===== src/design/sasq_pkg.sv =====
// package: register map, field layout and timing counts of the sequencer
package sasq_pkg;

	// register byte offsets on the APB bus
	localparam logic [7:0] OFS_MODE = 8'h00;
	localparam logic [7:0] OFS_RESULT = 8'h04;
	localparam logic [7:0] OFS_CUT = 8'h08;
	localparam logic [7:0] OFS_STATUS = 8'h0C;

	// converter_mode_reg field positions
	localparam int BIT_SCAN_OR_SELECT = 0;
	localparam int BIT_CHANNEL_FIELD_BIT0 = 1;
	localparam int BIT_CHANNEL_FIELD_BIT2 = 3;
	localparam int BIT_SPEED_SELECT = 4;
	localparam int BIT_SCAN_SUBMODE = 5;
	localparam int BIT_EXT_TRIGGER_ENABLE = 6;
	localparam int BIT_RUN = 7;

	// status register field positions
	localparam int STS_BUSY = 0;
	localparam int STS_WAIT_TRIG = 1;
	localparam int STS_UNREAD = 2;
	localparam int STS_CH_LSB = 4;
	localparam int STS_CH_MSB = 6;

	// reset values
	localparam logic [7:0] MODE_RESET = 8'h00;
	localparam logic [7:0] CUT_RESET = 8'h00;

	// first trial value of every conversion
	localparam logic [7:0] SAR_FIRST_TRIAL = 8'h80;

	// conversion and sampling times, in system clocks
	localparam int CONV_CLKS_SLOW = 180;
	localparam int SAMP_CLKS_SLOW = 36;
	localparam int CONV_CLKS_FAST = 120;
	localparam int SAMP_CLKS_FAST = 24;
	localparam int NUM_BITS = 8;

	// down-counter reloads derived from the times above
	localparam logic [7:0] SAMP_LOAD_SLOW = 8'(SAMP_CLKS_SLOW - 1);
	localparam logic [7:0] SAMP_LOAD_FAST = 8'(SAMP_CLKS_FAST - 1);
	localparam logic [7:0] STEP_LOAD_SLOW =
		8'((CONV_CLKS_SLOW - SAMP_CLKS_SLOW) / NUM_BITS - 1);
	localparam logic [7:0] STEP_LOAD_FAST =
		8'((CONV_CLKS_FAST - SAMP_CLKS_FAST) / NUM_BITS - 1);

	// sequencer states, gray along wait -> sample -> convert
	typedef enum logic [1:0]
	{
		ST_IDLE = 2'b00,
		ST_WAIT = 2'b01,
		ST_SAMPLE = 2'b11,
		ST_CONV = 2'b10
	} sasq_state_t;

endpackage


===== src/design/sasq_top.sv =====
// sar converter sequencer: mode control, binary search, result, apb slave
// Operation
// setting the run bit starts conversion with chosen channel and mode
// each conversion begins with approximation bit 7 set as trial
// trial bit stays one if comparator high, else cleared
// bits decided from msb down to lsb, one per step
// after eight bits the value is copied into the result register
// conversion-end interrupt raised in the same step as result store
// conversions repeat back to back while run stays set
// any mode write aborts conversion; run set restarts from first bit
// result register is not reset, undefined until first conversion
// conversion 180 clocks slow, 120 fast; sampling 36 or 24
// mode bit 0 picks scan or select; bit 5 picks scan submode
// select mode converts one named channel repeatedly, storing each result
// scan converts channel 0 up to field value, then wraps
// each scan conversion end stores result and raises interrupt
// scan mode 1: unread result makes next end restart silently
// scan mode 1 with result read behaves like scan mode 0
// software should prefer scan mode 1 for scanning
// software start: write mode with trigger enable clear, run set
// such a rewrite mid-conversion aborts and starts anew at once
// under software start the trigger pin has no influence
// current-cut register resets to zero, takes byte and bit writes; the code takes only whole-byte writes with strobe lane 0 set
// clearing run stops at once with no store and no interrupt
// trigger enable and run wait for edge; further edge restarts
// trial code drives tap selector; comparator sampled once per step
//
// Implementation choices: the APB slave port and the register addresses.
`timescale 1ns/1ps

module sasq_top
(
	// clock and reset
	input wire logic clock,
	input wire logic nrst,
	// apb slave
	input wire logic psel,
	input wire logic penable,
	input wire logic pwrite,
	input wire logic [7:0] paddr,
	input wire logic [31:0] pwdata,
	input wire logic [3:0] pstrb,
	output logic [31:0] prdata,
	output logic pready,
	output logic pslverr,
	// analog front end
	input wire logic comparator_in,
	output logic [7:0] tap_code,
	output logic [2:0] channel_sel,
	output logic sample_hold,
	output logic comparator_power,
	output logic [7:0] current_cut,
	// trigger and event
	input wire logic ext_trigger_pin,
	output logic conversion_end_irq
);

	// decide one trial bit from the comparator answer
	function automatic logic [7:0] decide_bit(input logic [7:0] approximation_reg,
		input logic [2:0] idx, input logic comp);
		logic [7:0] r;
		r = approximation_reg;
		if (!comp)
		begin
			r[idx] = 1'b0;
		end
		return r;
	endfunction

	// first channel of a conversion sequence for a given mode value
	function automatic logic [2:0] first_channel(input logic [7:0] mode);
		logic [2:0] r;
		r = 3'h0;
		if (mode[sasq_pkg::BIT_SCAN_OR_SELECT])
		begin
			r = mode[sasq_pkg::BIT_CHANNEL_FIELD_BIT2:
				sasq_pkg::BIT_CHANNEL_FIELD_BIT0];
		end
		return r;
	endfunction

	// reset release through two flip-flops
	logic rst_meta_q;
	logic rst_n;
	always_ff @(posedge clock or negedge nrst)
	begin
		if (!nrst)
		begin
			rst_meta_q <= 1'b0;
			rst_n <= 1'b0;
		end
		else
		begin
			rst_meta_q <= 1'b1;
			rst_n <= rst_meta_q;
		end
	end

	// three-stage synchronisers for trigger pin and comparator
	logic [2:0] trg_sync_q;
	logic [2:0] trg_sync_d;
	logic [2:0] cmp_sync_q;
	logic [2:0] cmp_sync_d;
	logic trg_lvl_q;
	logic trg_lvl_d;
	logic cmp_lvl_q;
	logic cmp_lvl_d;
	logic trig_edge;
	always_comb
	begin
		trg_sync_d = {trg_sync_q[1:0], ext_trigger_pin};
		cmp_sync_d = {cmp_sync_q[1:0], comparator_in};
		trg_lvl_d = trg_lvl_q;
		cmp_lvl_d = cmp_lvl_q;
		if (trg_sync_q[1] == trg_sync_q[2])
		begin
			trg_lvl_d = trg_sync_q[2];
		end
		if (cmp_sync_q[1] == cmp_sync_q[2])
		begin
			cmp_lvl_d = cmp_sync_q[2];
		end
	end
	always_ff @(posedge clock or negedge rst_n)
	begin
		if (!rst_n)
		begin
			trg_sync_q <= 3'h0;
			cmp_sync_q <= 3'h0;
			trg_lvl_q <= 1'b0;
			cmp_lvl_q <= 1'b0;
		end
		else
		begin
			trg_sync_q <= trg_sync_d;
			cmp_sync_q <= cmp_sync_d;
			trg_lvl_q <= trg_lvl_d;
			cmp_lvl_q <= cmp_lvl_d;
		end
	end
	// valid edge: rising edge of the filtered trigger level
	assign trig_edge = trg_lvl_d & ~trg_lvl_q;

	// apb decode
	logic acc;
	logic setup;
	logic mapped;
	logic wr_mode;
	logic wr_cut;
	logic rd_result;
	always_comb
	begin
		acc = psel & penable;
		setup = psel & ~penable;
		mapped = (paddr == sasq_pkg::OFS_MODE) |
			(paddr == sasq_pkg::OFS_RESULT) |
			(paddr == sasq_pkg::OFS_CUT) |
			(paddr == sasq_pkg::OFS_STATUS);
		wr_mode = acc & pwrite & pstrb[0] & (paddr == sasq_pkg::OFS_MODE);
		wr_cut = acc & pwrite & pstrb[0] & (paddr == sasq_pkg::OFS_CUT);
		rd_result = acc & ~pwrite & (paddr == sasq_pkg::OFS_RESULT);
	end
	// zero wait states; unmapped addresses answer with an error
	assign pready = 1'b1;
	assign pslverr = acc & ~mapped;

	// sequencer and register state
	sasq_pkg::sasq_state_t state_q;
	sasq_pkg::sasq_state_t state_d;
	logic [7:0] mode_q;
	logic [7:0] mode_d;
	logic [7:0] cut_q;
	logic [7:0] cut_d;
	logic [7:0] cnt_q;
	logic [7:0] cnt_d;
	logic [2:0] bit_q;
	logic [2:0] bit_d;
	logic [7:0] sar_q;
	logic [7:0] sar_d;
	logic [2:0] ch_q;
	logic [2:0] ch_d;
	logic unread_q;
	logic unread_d;
	logic irq_q;
	logic irq_d;
	logic [7:0] res_q;
	logic [7:0] res_d;
	logic [31:0] prdata_q;
	logic [31:0] prdata_d;
	logic [7:0] sar_dec;
	logic [7:0] samp_load;
	logic [7:0] step_load;
	logic store;
	logic scan;
	logic start;

	// next-state logic for the conversion sequence
	always_comb
	begin
		state_d = state_q;
		cnt_d = cnt_q;
		bit_d = bit_q;
		sar_d = sar_q;
		ch_d = ch_q;
		res_d = res_q;
		irq_d = 1'b0;
		store = 1'b0;
		start = 1'b0;
		cut_d = cut_q;
		mode_d = mode_q;
		if (wr_mode)
		begin
			mode_d = pwdata[7:0];
		end
		if (wr_cut)
		begin
			cut_d = pwdata[7:0];
		end
		// speed bit picks the timing set
		if (mode_d[sasq_pkg::BIT_SPEED_SELECT])
		begin
			samp_load = sasq_pkg::SAMP_LOAD_FAST;
			step_load = sasq_pkg::STEP_LOAD_FAST;
		end
		else
		begin
			samp_load = sasq_pkg::SAMP_LOAD_SLOW;
			step_load = sasq_pkg::STEP_LOAD_SLOW;
		end
		// setting both scan-select and submode is treated as select
		scan = ~mode_q[sasq_pkg::BIT_SCAN_OR_SELECT];
		sar_dec = decide_bit(sar_q, bit_q, cmp_lvl_q);
		unique case (state_q)
			sasq_pkg::ST_IDLE:
			begin
			end
			sasq_pkg::ST_WAIT:
			begin
				start = trig_edge;
			end
			sasq_pkg::ST_SAMPLE:
			begin
				if (cnt_q == 8'h00)
				begin
					state_d = sasq_pkg::ST_CONV;
					cnt_d = step_load;
					bit_d = 3'h7;
				end
				else
				begin
					cnt_d = cnt_q - 8'h01;
				end
			end
			sasq_pkg::ST_CONV:
			begin
				if (cnt_q != 8'h00)
				begin
					cnt_d = cnt_q - 8'h01;
				end
				else if (bit_q != 3'h0)
				begin
					// keep decided bit, set next lower trial bit
					sar_d = sar_dec | (8'h01 << (bit_q - 3'h1));
					bit_d = bit_q - 3'h1;
					cnt_d = step_load;
				end
				else
				begin
					// all eight bits decided; unread stall in scan mode 1
					store = ~(scan & mode_q[sasq_pkg::BIT_SCAN_SUBMODE] &
						unread_q);
					if (store)
					begin
						res_d = sar_dec;
						irq_d = 1'b1;
						if (scan)
						begin
							// advance and wrap at the field value
							if (ch_q == mode_q[sasq_pkg::BIT_CHANNEL_FIELD_BIT2:
								sasq_pkg::BIT_CHANNEL_FIELD_BIT0])
							begin
								ch_d = 3'h0;
							end
							else
							begin
								ch_d = ch_q + 3'h1;
							end
						end
					end
					// next conversion follows at once
					state_d = sasq_pkg::ST_SAMPLE;
					cnt_d = samp_load;
					sar_d = sasq_pkg::SAR_FIRST_TRIAL;
				end
			end
		endcase
		// trigger edge restarts only while hardware start is armed
		if (state_q != sasq_pkg::ST_IDLE && state_q != sasq_pkg::ST_WAIT &&
			mode_q[sasq_pkg::BIT_EXT_TRIGGER_ENABLE] &&
			mode_q[sasq_pkg::BIT_RUN])
		begin
			start = trig_edge;
		end
		// a mode write overrides everything in progress
		if (wr_mode)
		begin
			store = 1'b0;
			irq_d = 1'b0;
			res_d = res_q;
			if (!mode_d[sasq_pkg::BIT_RUN])
			begin
				state_d = sasq_pkg::ST_IDLE;
				start = 1'b0;
			end
			else if (mode_d[sasq_pkg::BIT_EXT_TRIGGER_ENABLE])
			begin
				state_d = sasq_pkg::ST_WAIT;
				start = 1'b0;
			end
			else
			begin
				start = 1'b1;
			end
		end
		// begin a fresh conversion from the first channel and bit
		if (start)
		begin
			state_d = sasq_pkg::ST_SAMPLE;
			cnt_d = samp_load;
			sar_d = sasq_pkg::SAR_FIRST_TRIAL;
			ch_d = first_channel(mode_d);
			store = 1'b0;
			irq_d = 1'b0;
			res_d = res_q;
		end
	end

	// unread flag: a new store wins over a read in the same cycle
	always_comb
	begin
		unread_d = unread_q;
		// a store at the setup edge means the read returned older data
		if (rd_result && !irq_q)
		begin
			unread_d = 1'b0;
		end
		if (store)
		begin
			unread_d = 1'b1;
		end
	end

	// read data captured in the setup phase
	always_comb
	begin
		prdata_d = prdata_q;
		if (setup)
		begin
			prdata_d = 32'h0000_0000;
			unique case (paddr)
				sasq_pkg::OFS_MODE: prdata_d[7:0] = mode_q;
				sasq_pkg::OFS_RESULT: prdata_d[7:0] = res_q;
				sasq_pkg::OFS_CUT: prdata_d[7:0] = cut_q;
				sasq_pkg::OFS_STATUS:
				begin
					prdata_d[sasq_pkg::STS_BUSY] =
						state_q[1];
					prdata_d[sasq_pkg::STS_WAIT_TRIG] =
						(state_q == sasq_pkg::ST_WAIT);
					prdata_d[sasq_pkg::STS_UNREAD] = unread_q;
					prdata_d[sasq_pkg::STS_CH_MSB:sasq_pkg::STS_CH_LSB] = ch_q;
				end
				default: prdata_d = 32'h0000_0000;
			endcase
		end
	end

	// registered control state
	always_ff @(posedge clock or negedge rst_n)
	begin
		if (!rst_n)
		begin
			state_q <= sasq_pkg::ST_IDLE;
			mode_q <= sasq_pkg::MODE_RESET;
			cut_q <= sasq_pkg::CUT_RESET;
			cnt_q <= 8'h00;
			bit_q <= 3'h7;
			sar_q <= sasq_pkg::SAR_FIRST_TRIAL;
			ch_q <= 3'h0;
			unread_q <= 1'b0;
			irq_q <= 1'b0;
			prdata_q <= 32'h0000_0000;
		end
		else
		begin
			state_q <= state_d;
			mode_q <= mode_d;
			cut_q <= cut_d;
			cnt_q <= cnt_d;
			bit_q <= bit_d;
			sar_q <= sar_d;
			ch_q <= ch_d;
			unread_q <= unread_d;
			irq_q <= irq_d;
			prdata_q <= prdata_d;
		end
	end

	// result register carries no reset
	always_ff @(posedge clock)
	begin
		res_q <= res_d;
	end

	// outputs
	assign prdata = prdata_q;
	assign conversion_end_irq = irq_q;
	assign tap_code = sar_q;
	assign channel_sel = ch_q;
	assign sample_hold = (state_q == sasq_pkg::ST_SAMPLE);
	assign comparator_power = mode_q[sasq_pkg::BIT_RUN];
	assign current_cut = cut_q;

endmodule // sasq_top


===== config.mk =====
export PLATFORM = sky130hd
export DESIGN_NAME = sasq_top
export DESIGN_NICKNAME = d
export VERILOG_FILES = /design/src/design/sasq_pkg.sv /design/src/design/sasq_top.sv
export SDC_FILE = /design/constraint.sdc
export NUM_CORES = 1
export LEC_CHECK = 0
export BUFFER_PORTS_ARGS = -buffer_cell sky130_fd_sc_hd__clkbuf_2
export CAP_MARGIN = 5
export CELL_PAD_IN_SITES_DETAIL_PLACEMENT = 1
export CELL_PAD_IN_SITES_GLOBAL_PLACEMENT = 1
export CORE_ASPECT_RATIO = 0.9
export CORE_UTILIZATION = 42
export DETAILED_ROUTE_END_ITERATION = 8
export PLACE_DENSITY = 0.95
export SYNTH_ARGS = -nofsm -noshare
export SYNTH_HDL_FRONTEND = slang
export SYNTH_SLANG_ARGS = --single-unit

===== constraint.sdc =====
create_clock -name clock -period 4.13 [get_ports clock]
set_clock_uncertainty 0.2 [all_clocks]
set_input_delay 0.6195 -clock clock [delete_from_list [all_inputs] [get_ports clock]]
set_output_delay 0.6195 -clock clock [all_outputs]
set_load 0.01 [all_outputs]

After elaboration in Yosys (flattened, before gate mapping)
Cells that the tools add are included.
{"block": "totals", "ff_bits": 68, "input_bits": 51, "output_inout_bits": 56}
{"block": "op_classes", "add_sub_neg": 3, "magnitude_cmp": 2, "n_eq_ne": 17, "shift": 1, "mux": 58, "bitwise": 28, "n_reduce_logical": 19}
{"operator": "2-to-1 mux 8 bit", "count": 10}
{"operator": "2-to-1 mux 3 bit", "count": 11}
{"operator": "one-hot mux 3 bit (4 select lines)", "count": 2}
{"operator": "2-to-1 mux 1 bit", "count": 20}
{"operator": "equality test 8 x 4 -> 1 bit (second input constant)", "count": 2}
{"operator": "zero test 8 bit", "count": 2}
{"operator": "one-hot mux 8 bit (2 select lines)", "count": 1}
{"operator": "2-to-1 mux 2 bit", "count": 7}
{"operator": "AND 1 bit", "count": 12}
{"operator": "!= test 2 bit (second input constant)", "count": 5}
{"operator": "NOT 1 bit", "count": 10}
{"operator": "AND 8 bit", "count": 1}
{"operator": "equality test 8 x 3 -> 1 bit (second input constant)", "count": 1}
{"operator": "NOT 8 bit", "count": 1}
{"operator": "bitwise OR 8 bit", "count": 1}
{"operator": "nonzero test 2 bit", "count": 4}
{"operator": "nonzero test 8 bit", "count": 1}
{"operator": "left shift 1 x 3 -> 8 bit (first input constant)", "count": 1}
{"operator": "subtractor 8 x 1 -> 8 bit (second input constant)", "count": 1}
{"operator": "2-to-1 mux 6 bit", "count": 1}
{"operator": "!= test 2 x 1 -> 1 bit (second input constant)", "count": 3}
{"operator": "one-hot mux 1 bit (3 select lines)", "count": 2}
{"operator": "one-hot mux 3 bit (2 select lines)", "count": 1}
{"operator": "AND reduction 6 bit", "count": 1}
{"operator": "18 further kinds", "count": 27}

Depth between registers and ports, before layout
{"block": "depth", "ltp_word": 12, "depth_mapped": 9, "ltp_nobuf": 9}

Least setup slack after synthesis
No wires, ideal clock.
{"block": "synth_timing", "path_kind": "input to register", "from": "in paddr[7]", "to": "reg cnt_q[4]", "setup_ns": 0.085, "t_arrival_ns": 2.415, "required_ns": 3.845, "slack_ns": 1.431, "stages": 8, "path_buffers": 0, "cell_sequence": "nor4_4 nand4_2 mux2i_2 ha_1 o31a_1 o21ai_0 a311oi_1 o22ai_1"}
{"block": "synth_via", "elab_chain_cells": 8}
{"item": "from (decl)", "line": "sasq_top.sv:40", "source": "input wire logic [7:0] paddr,"}
{"item": "zero test 8 bit (*)", "line": "sasq_top.sv:159", "source": "wr_mode = acc & pwrite & pstrb[0] & (paddr == sasq_pkg::OFS_MODE);"}
{"item": "AND 1 bit (*)", "line": "sasq_top.sv:159"}
{"item": "2-to-1 mux 8 bit", "line": "sasq_top.sv:211", "source": "if (wr_mode)"}
{"item": "2-to-1 mux 6 bit or 2-to-1 mux 5 bit (tied branches)", "line": "sasq_top.sv:220", "source": "if (mode_d[sasq_pkg::BIT_SPEED_SELECT])"}
{"item": "2-to-1 mux 8 bit", "line": "sasq_top.sv:260", "source": "else if (bit_q != 3'h0)"}
{"item": "2-to-1 mux 8 bit", "line": "sasq_top.sv:256", "source": "if (cnt_q != 8'h00)"}
{"item": "one-hot mux 8 bit (2 select lines)", "line": "sasq_top.sv:233", "source": "unique case (state_q)"}
{"item": "2-to-1 mux 8 bit", "line": "sasq_top.sv:326", "source": "if (start)"}
{"item": "to (signal assigned)", "line": "sasq_top.sv:399", "source": "cnt_q <= cnt_d;"}
{"item": "to (decl)", "line": "sasq_top.sv:174", "source": "logic [7:0] cnt_q;"}
Every way passes the cells marked *; elsewhere a longest branch is shown, timed or not.
A chain may end at the register's enable or synchronous reset.

Worst setup path in the final report
{"block": "layout_timing", "from": "in paddr[3]", "to": "reg cnt_q[4]"}
The elaborated chain is that of the path after synthesis.

==> summary.md <==
| Metric | Value |
|---|---|
| Cell Int Power | 1.28 mW |
| Global Route Usage Sum | 23.7% |
| Maximum level of the CTS H-tree | 3 |
| Adder-cell share of the synthesized area | 4.01% |
| Die area | 9160 um2 |
| Final GP Congestion | 0.888 |
| Slowest-stage cell, CP | and4bb_2 |
| Filler-free cell count of the finished design | 549 |
| Count of pins over their slew limit | 0 |
| DIE HEIGHT | 90.9 um |
| CP max FO | 15 |
| Hold Crit Class | reg -> reg |
| Comb power frac | 23.2% |
| Router iterations before antenna repair | 6 |
| Detailed Route WL | 10100 um |
| Flop2flop setup slack | 1.30 ns |
| Switching Power | 0.675 mW |
| Most frequent cells in the layout | 55 x dfrtp_1, 54 x clkbuf_2, 51 x nand2_1 |
| Vias after detailed routing | 3039 |
| Stages on the worst setup path | 11 |
| Yosys cell types | 52 |
| Hold path depth | 0 |
| First-pass GRT wire length | 16600 um |
| Largest family of logic cells by synthesized area | simple AND/OR/NAND/NOR gates |
| Drc violations | 0 |
| Sequential share of power | 48.0% |
| Row cnt | 32 |
| Final worst-path cycle share | 68.8% |
| CP Launch Type | primary input |
| Max-cap violations | 0 |
| Clock Sinks | 68 |
| Minimum clock period | 2.84 ns |
| Async SR Flop Fraction | 88.2% |
| Hpwl dp | 7190 um |
| Post-Syn Area per Cell | 10.0 um2 |
| Critical Path End Type | flip-flop |
| Post-CTS resize count | 0 |
| Clk root buf | clkbuf_8 |
| Worst Path Arrival | 2.90 ns |
| Required @ worst endpoint | 4.19 ns |
| Hold Startpoint | cmp_sync_q[0] |
| Worst-path clk slew | 0.07 ns |
| Clk pwr share | 28.8% |
| Post-CTS setup buffers | 0 |
| Power density over the cells | 465 nW/um2 |
| Register area | 1750 um2 |
| Slew @ Worst Pin | 0.871 ns |
| Inst Count DP | 532 |
| Register area share after synthesis | 47.4% |
| Initial Util | 43.2% |
| Antenna Violating Nets Remaining | 0 |
| Core ar. | 8530 um2 |
| Die Span X | 101 um |
| Register-to-Register Path Depth | 4 |
| Max VDD drop | 0.000279 V |
| Complex-gate fraction of the synthesized area | 14.8% |
| Reg2reg start | state_q[1] |
| Worst r2r dst | state_q[0] |
| CP most frequent cell | buf_4 |
| CP max stage delay | 0.30 ns |
| LEAKAGE | 1.93 nW |
| Sw frac | 34.5% |
| Area of the multi-input gates | 1760 um2 |
| Initial antenna violation count | 0 |
| Ant. Diodes | 0 |
| Synthesized flop and latch total | 68 |
| EDFF count, synth | 8 |
| Relative slew slack | 41.9% |
| Clock Path Buffers | 2 |
| Synth Cell Area | 3690 um2 |
| CTS tree | done |
| Post-Synth Simple-Gate Area | 17.9% |
| WHS Endpoint | cmp_sync_q[1] |
| Post-Route Setup TNS | 0 ns |
| Proportion of synthesized area in mux cells | 6.86% |
| Synth Area in XOR/XNOR | 1.43% |
| Vias in the first global route | 3107 |
| PortBufs | 54 |
| Initial drt markers | 113 |
| Largest net degree at the start of global routing | 40 |
| Final setup vio count | 0 |
| CP cell instances | clkbuf_2, and4bb_2, nand4_2, buf_4, mux2i_2, buf_4, ha_1, o31a_1, o21ai_0, a311oi_1, o22ai_1 |
| Hold Vio Cnt, Final | 0 |
| # hold bufs at CTS | 1 |
| Crit path launch | paddr[3] |
| Gate Count Post-Synth | 367 |
| Share of layout cells above drive strength 1 | 24.2% |
| Status | completed |
| Via/cell ratio | 5.54 |
| Worst Path Buf+Inv | 3 |
| FMAX | 352 MHz |
| RSZ-0062 raised after global routing | false |
| WL per Instance | 18.4 um |
| Top Family by Delay on Critical Path | buffers and inverters |
| Overflow left after global routing | 0 |
| Synth-to-Final Area Change | 14.2% |
| Setup CP Type | in -> reg |
| Main synth FF type | dfrtp_1 |
| Filler Cell Count | 1004 |
| CTS buffer count | 9 |
| Synth warnings | 0 |
| # IOs | 107 |
| Insertion delay to the later sink of the worst-skew pair | 0.35 ns |
| Commonest non-fill, non-tap cell in the layout | dfrtp_1 |
| Tot Pwr | 1.96 mW |
| Layout Nets | 487 |
-- sequential cells by signal (all words and copies together) (netlist names), 2 cells and up --
signal       flops
cnt_q            8
current_cut      8
mode_q           8
prdata           8
res_q            8
tap_code         8
bit_q            3
channel_sel      3
cmp_sync_q       3
trg_sync_q       3
state_q          2
-- metrics by stage --
step | setup WS (ns) | hold slack, ns | utilization, % | instance area, um2
2_1_floorplan | 1.43 | 0.124 | - | 3780
3_3_place_gp | 1.06 | 0.133 | 46.9 | 4000
3_5_place_dp | 0.967 | 0.136 | 46.9 | 4000
4_1_cts | 1.33 | 0.154 | 49.4 | 4210
5_1_grt | 1.07 | 0.148 | 49.4 | 4210
6_report | 1.29 | 0.154 | 49.4 | 4210
-- power by group through the flow --
stage               Sequential (mW)  Clock (mW)  Combinational [mW]
floorplan                     0.913           0               0.316
global placement              0.938           0               0.417
detailed placement            0.951           0               0.443
CTS                           0.938       0.574               0.454
global route                  0.959       0.601               0.503
finish                        0.938       0.564               0.454
-- worst reg2reg max path, stage by stage, from the launching register on --
cell and delay, ns:
dfrtp_1 0.63, nor4b_1 0.68, nand2_1 0.34, a2111oi_0 0.74, nor2_1 0.11
-- synth_stat cells (2+ instances only) --
cell type,n,area [um2]
nor3b_1,2,15.0
nor3_1,6,30.0
or3_1,6,37.5
conb_1,2,7.51
buf_2,3,15.0
xor2_1,2,17.5
a211oi_1,2,15.0
a21boi_0,4,30.0
o31a_1,3,26.3
a222oi_1,6,60.1
o21a_1,4,30.0
o21ai_0,21,105
mux2_2,15,169
nand2_1,51,191
buf_4,25,188
a311oi_1,2,17.5
mux2i_1,7,70.1
o22ai_1,3,18.8
nor2b_1,6,37.5
a31oi_1,5,31.3
and2_1,5,31.3
nand2b_1,11,68.8
nand3_1,9,45.0
ha_1,11,138
o211ai_1,2,15.0
nor4_4,2,42.5
a22oi_1,2,15.0
dfrtp_1,56,1400
nor4_1,2,12.5
clkbuf_1,9,33.8
nor2_1,17,63.8
dfstp_2,4,105
inv_1,10,37.5
a21oi_1,23,115
xnor2_1,4,35.0
edfxtp_1,8,240
or2_2,2,12.5
-- how the worst max path moves through the flow --
stage | end | slack (ns)
2_1_floorplan | cnt_q[4] | 1.43
3_3_place_gp | cnt_q[4] | 1.06
3_5_place_dp | cnt_q[4] | 0.97
4_1_cts | cnt_q[4] | 1.33
5_1_grt | state_q[0] | 1.07
6_report | cnt_q[4] | 1.29
-- kinds of logic (layout without fill, tap and decap cells) --
| logic type | after synthesis | count (layout) |
|---|---|---|
| AND/OR/NAND/NOR | 125 | 125 |
| flip-flops | 68 | 68 |
| other | 2 | 26 |
| AO/OA/AOI/OAI | 84 | 84 |
| adder cells (fa/ha/maj) | 12 | 12 |
| multiplexers | 23 | 23 |
| buffers and inverters | 47 | 86 |
| XOR/XNOR | 6 | 6 |
-- routing by layer --
layer,GRT usage (%),vias to the layer above,part of all wire [%]
met4,6.64,0,1.2
met2,39.7,126,50
met5,0,-,0
li1,-,1377,-
met1,30.0,1522,43
met3,6.50,14,5.5
-- layout make-up --
class                   count  share of cell area (%)
repair buffers             60                    7.55
clock inverters             6                    1.52
multi-input cells         276                    41.7
clock buffers              10                    3.27
flip-flops and latches     68                    41.5
inverters                  10                   0.892
well taps                 119                    3.54
Note: power is estimated with default switching activity, not from simulation.
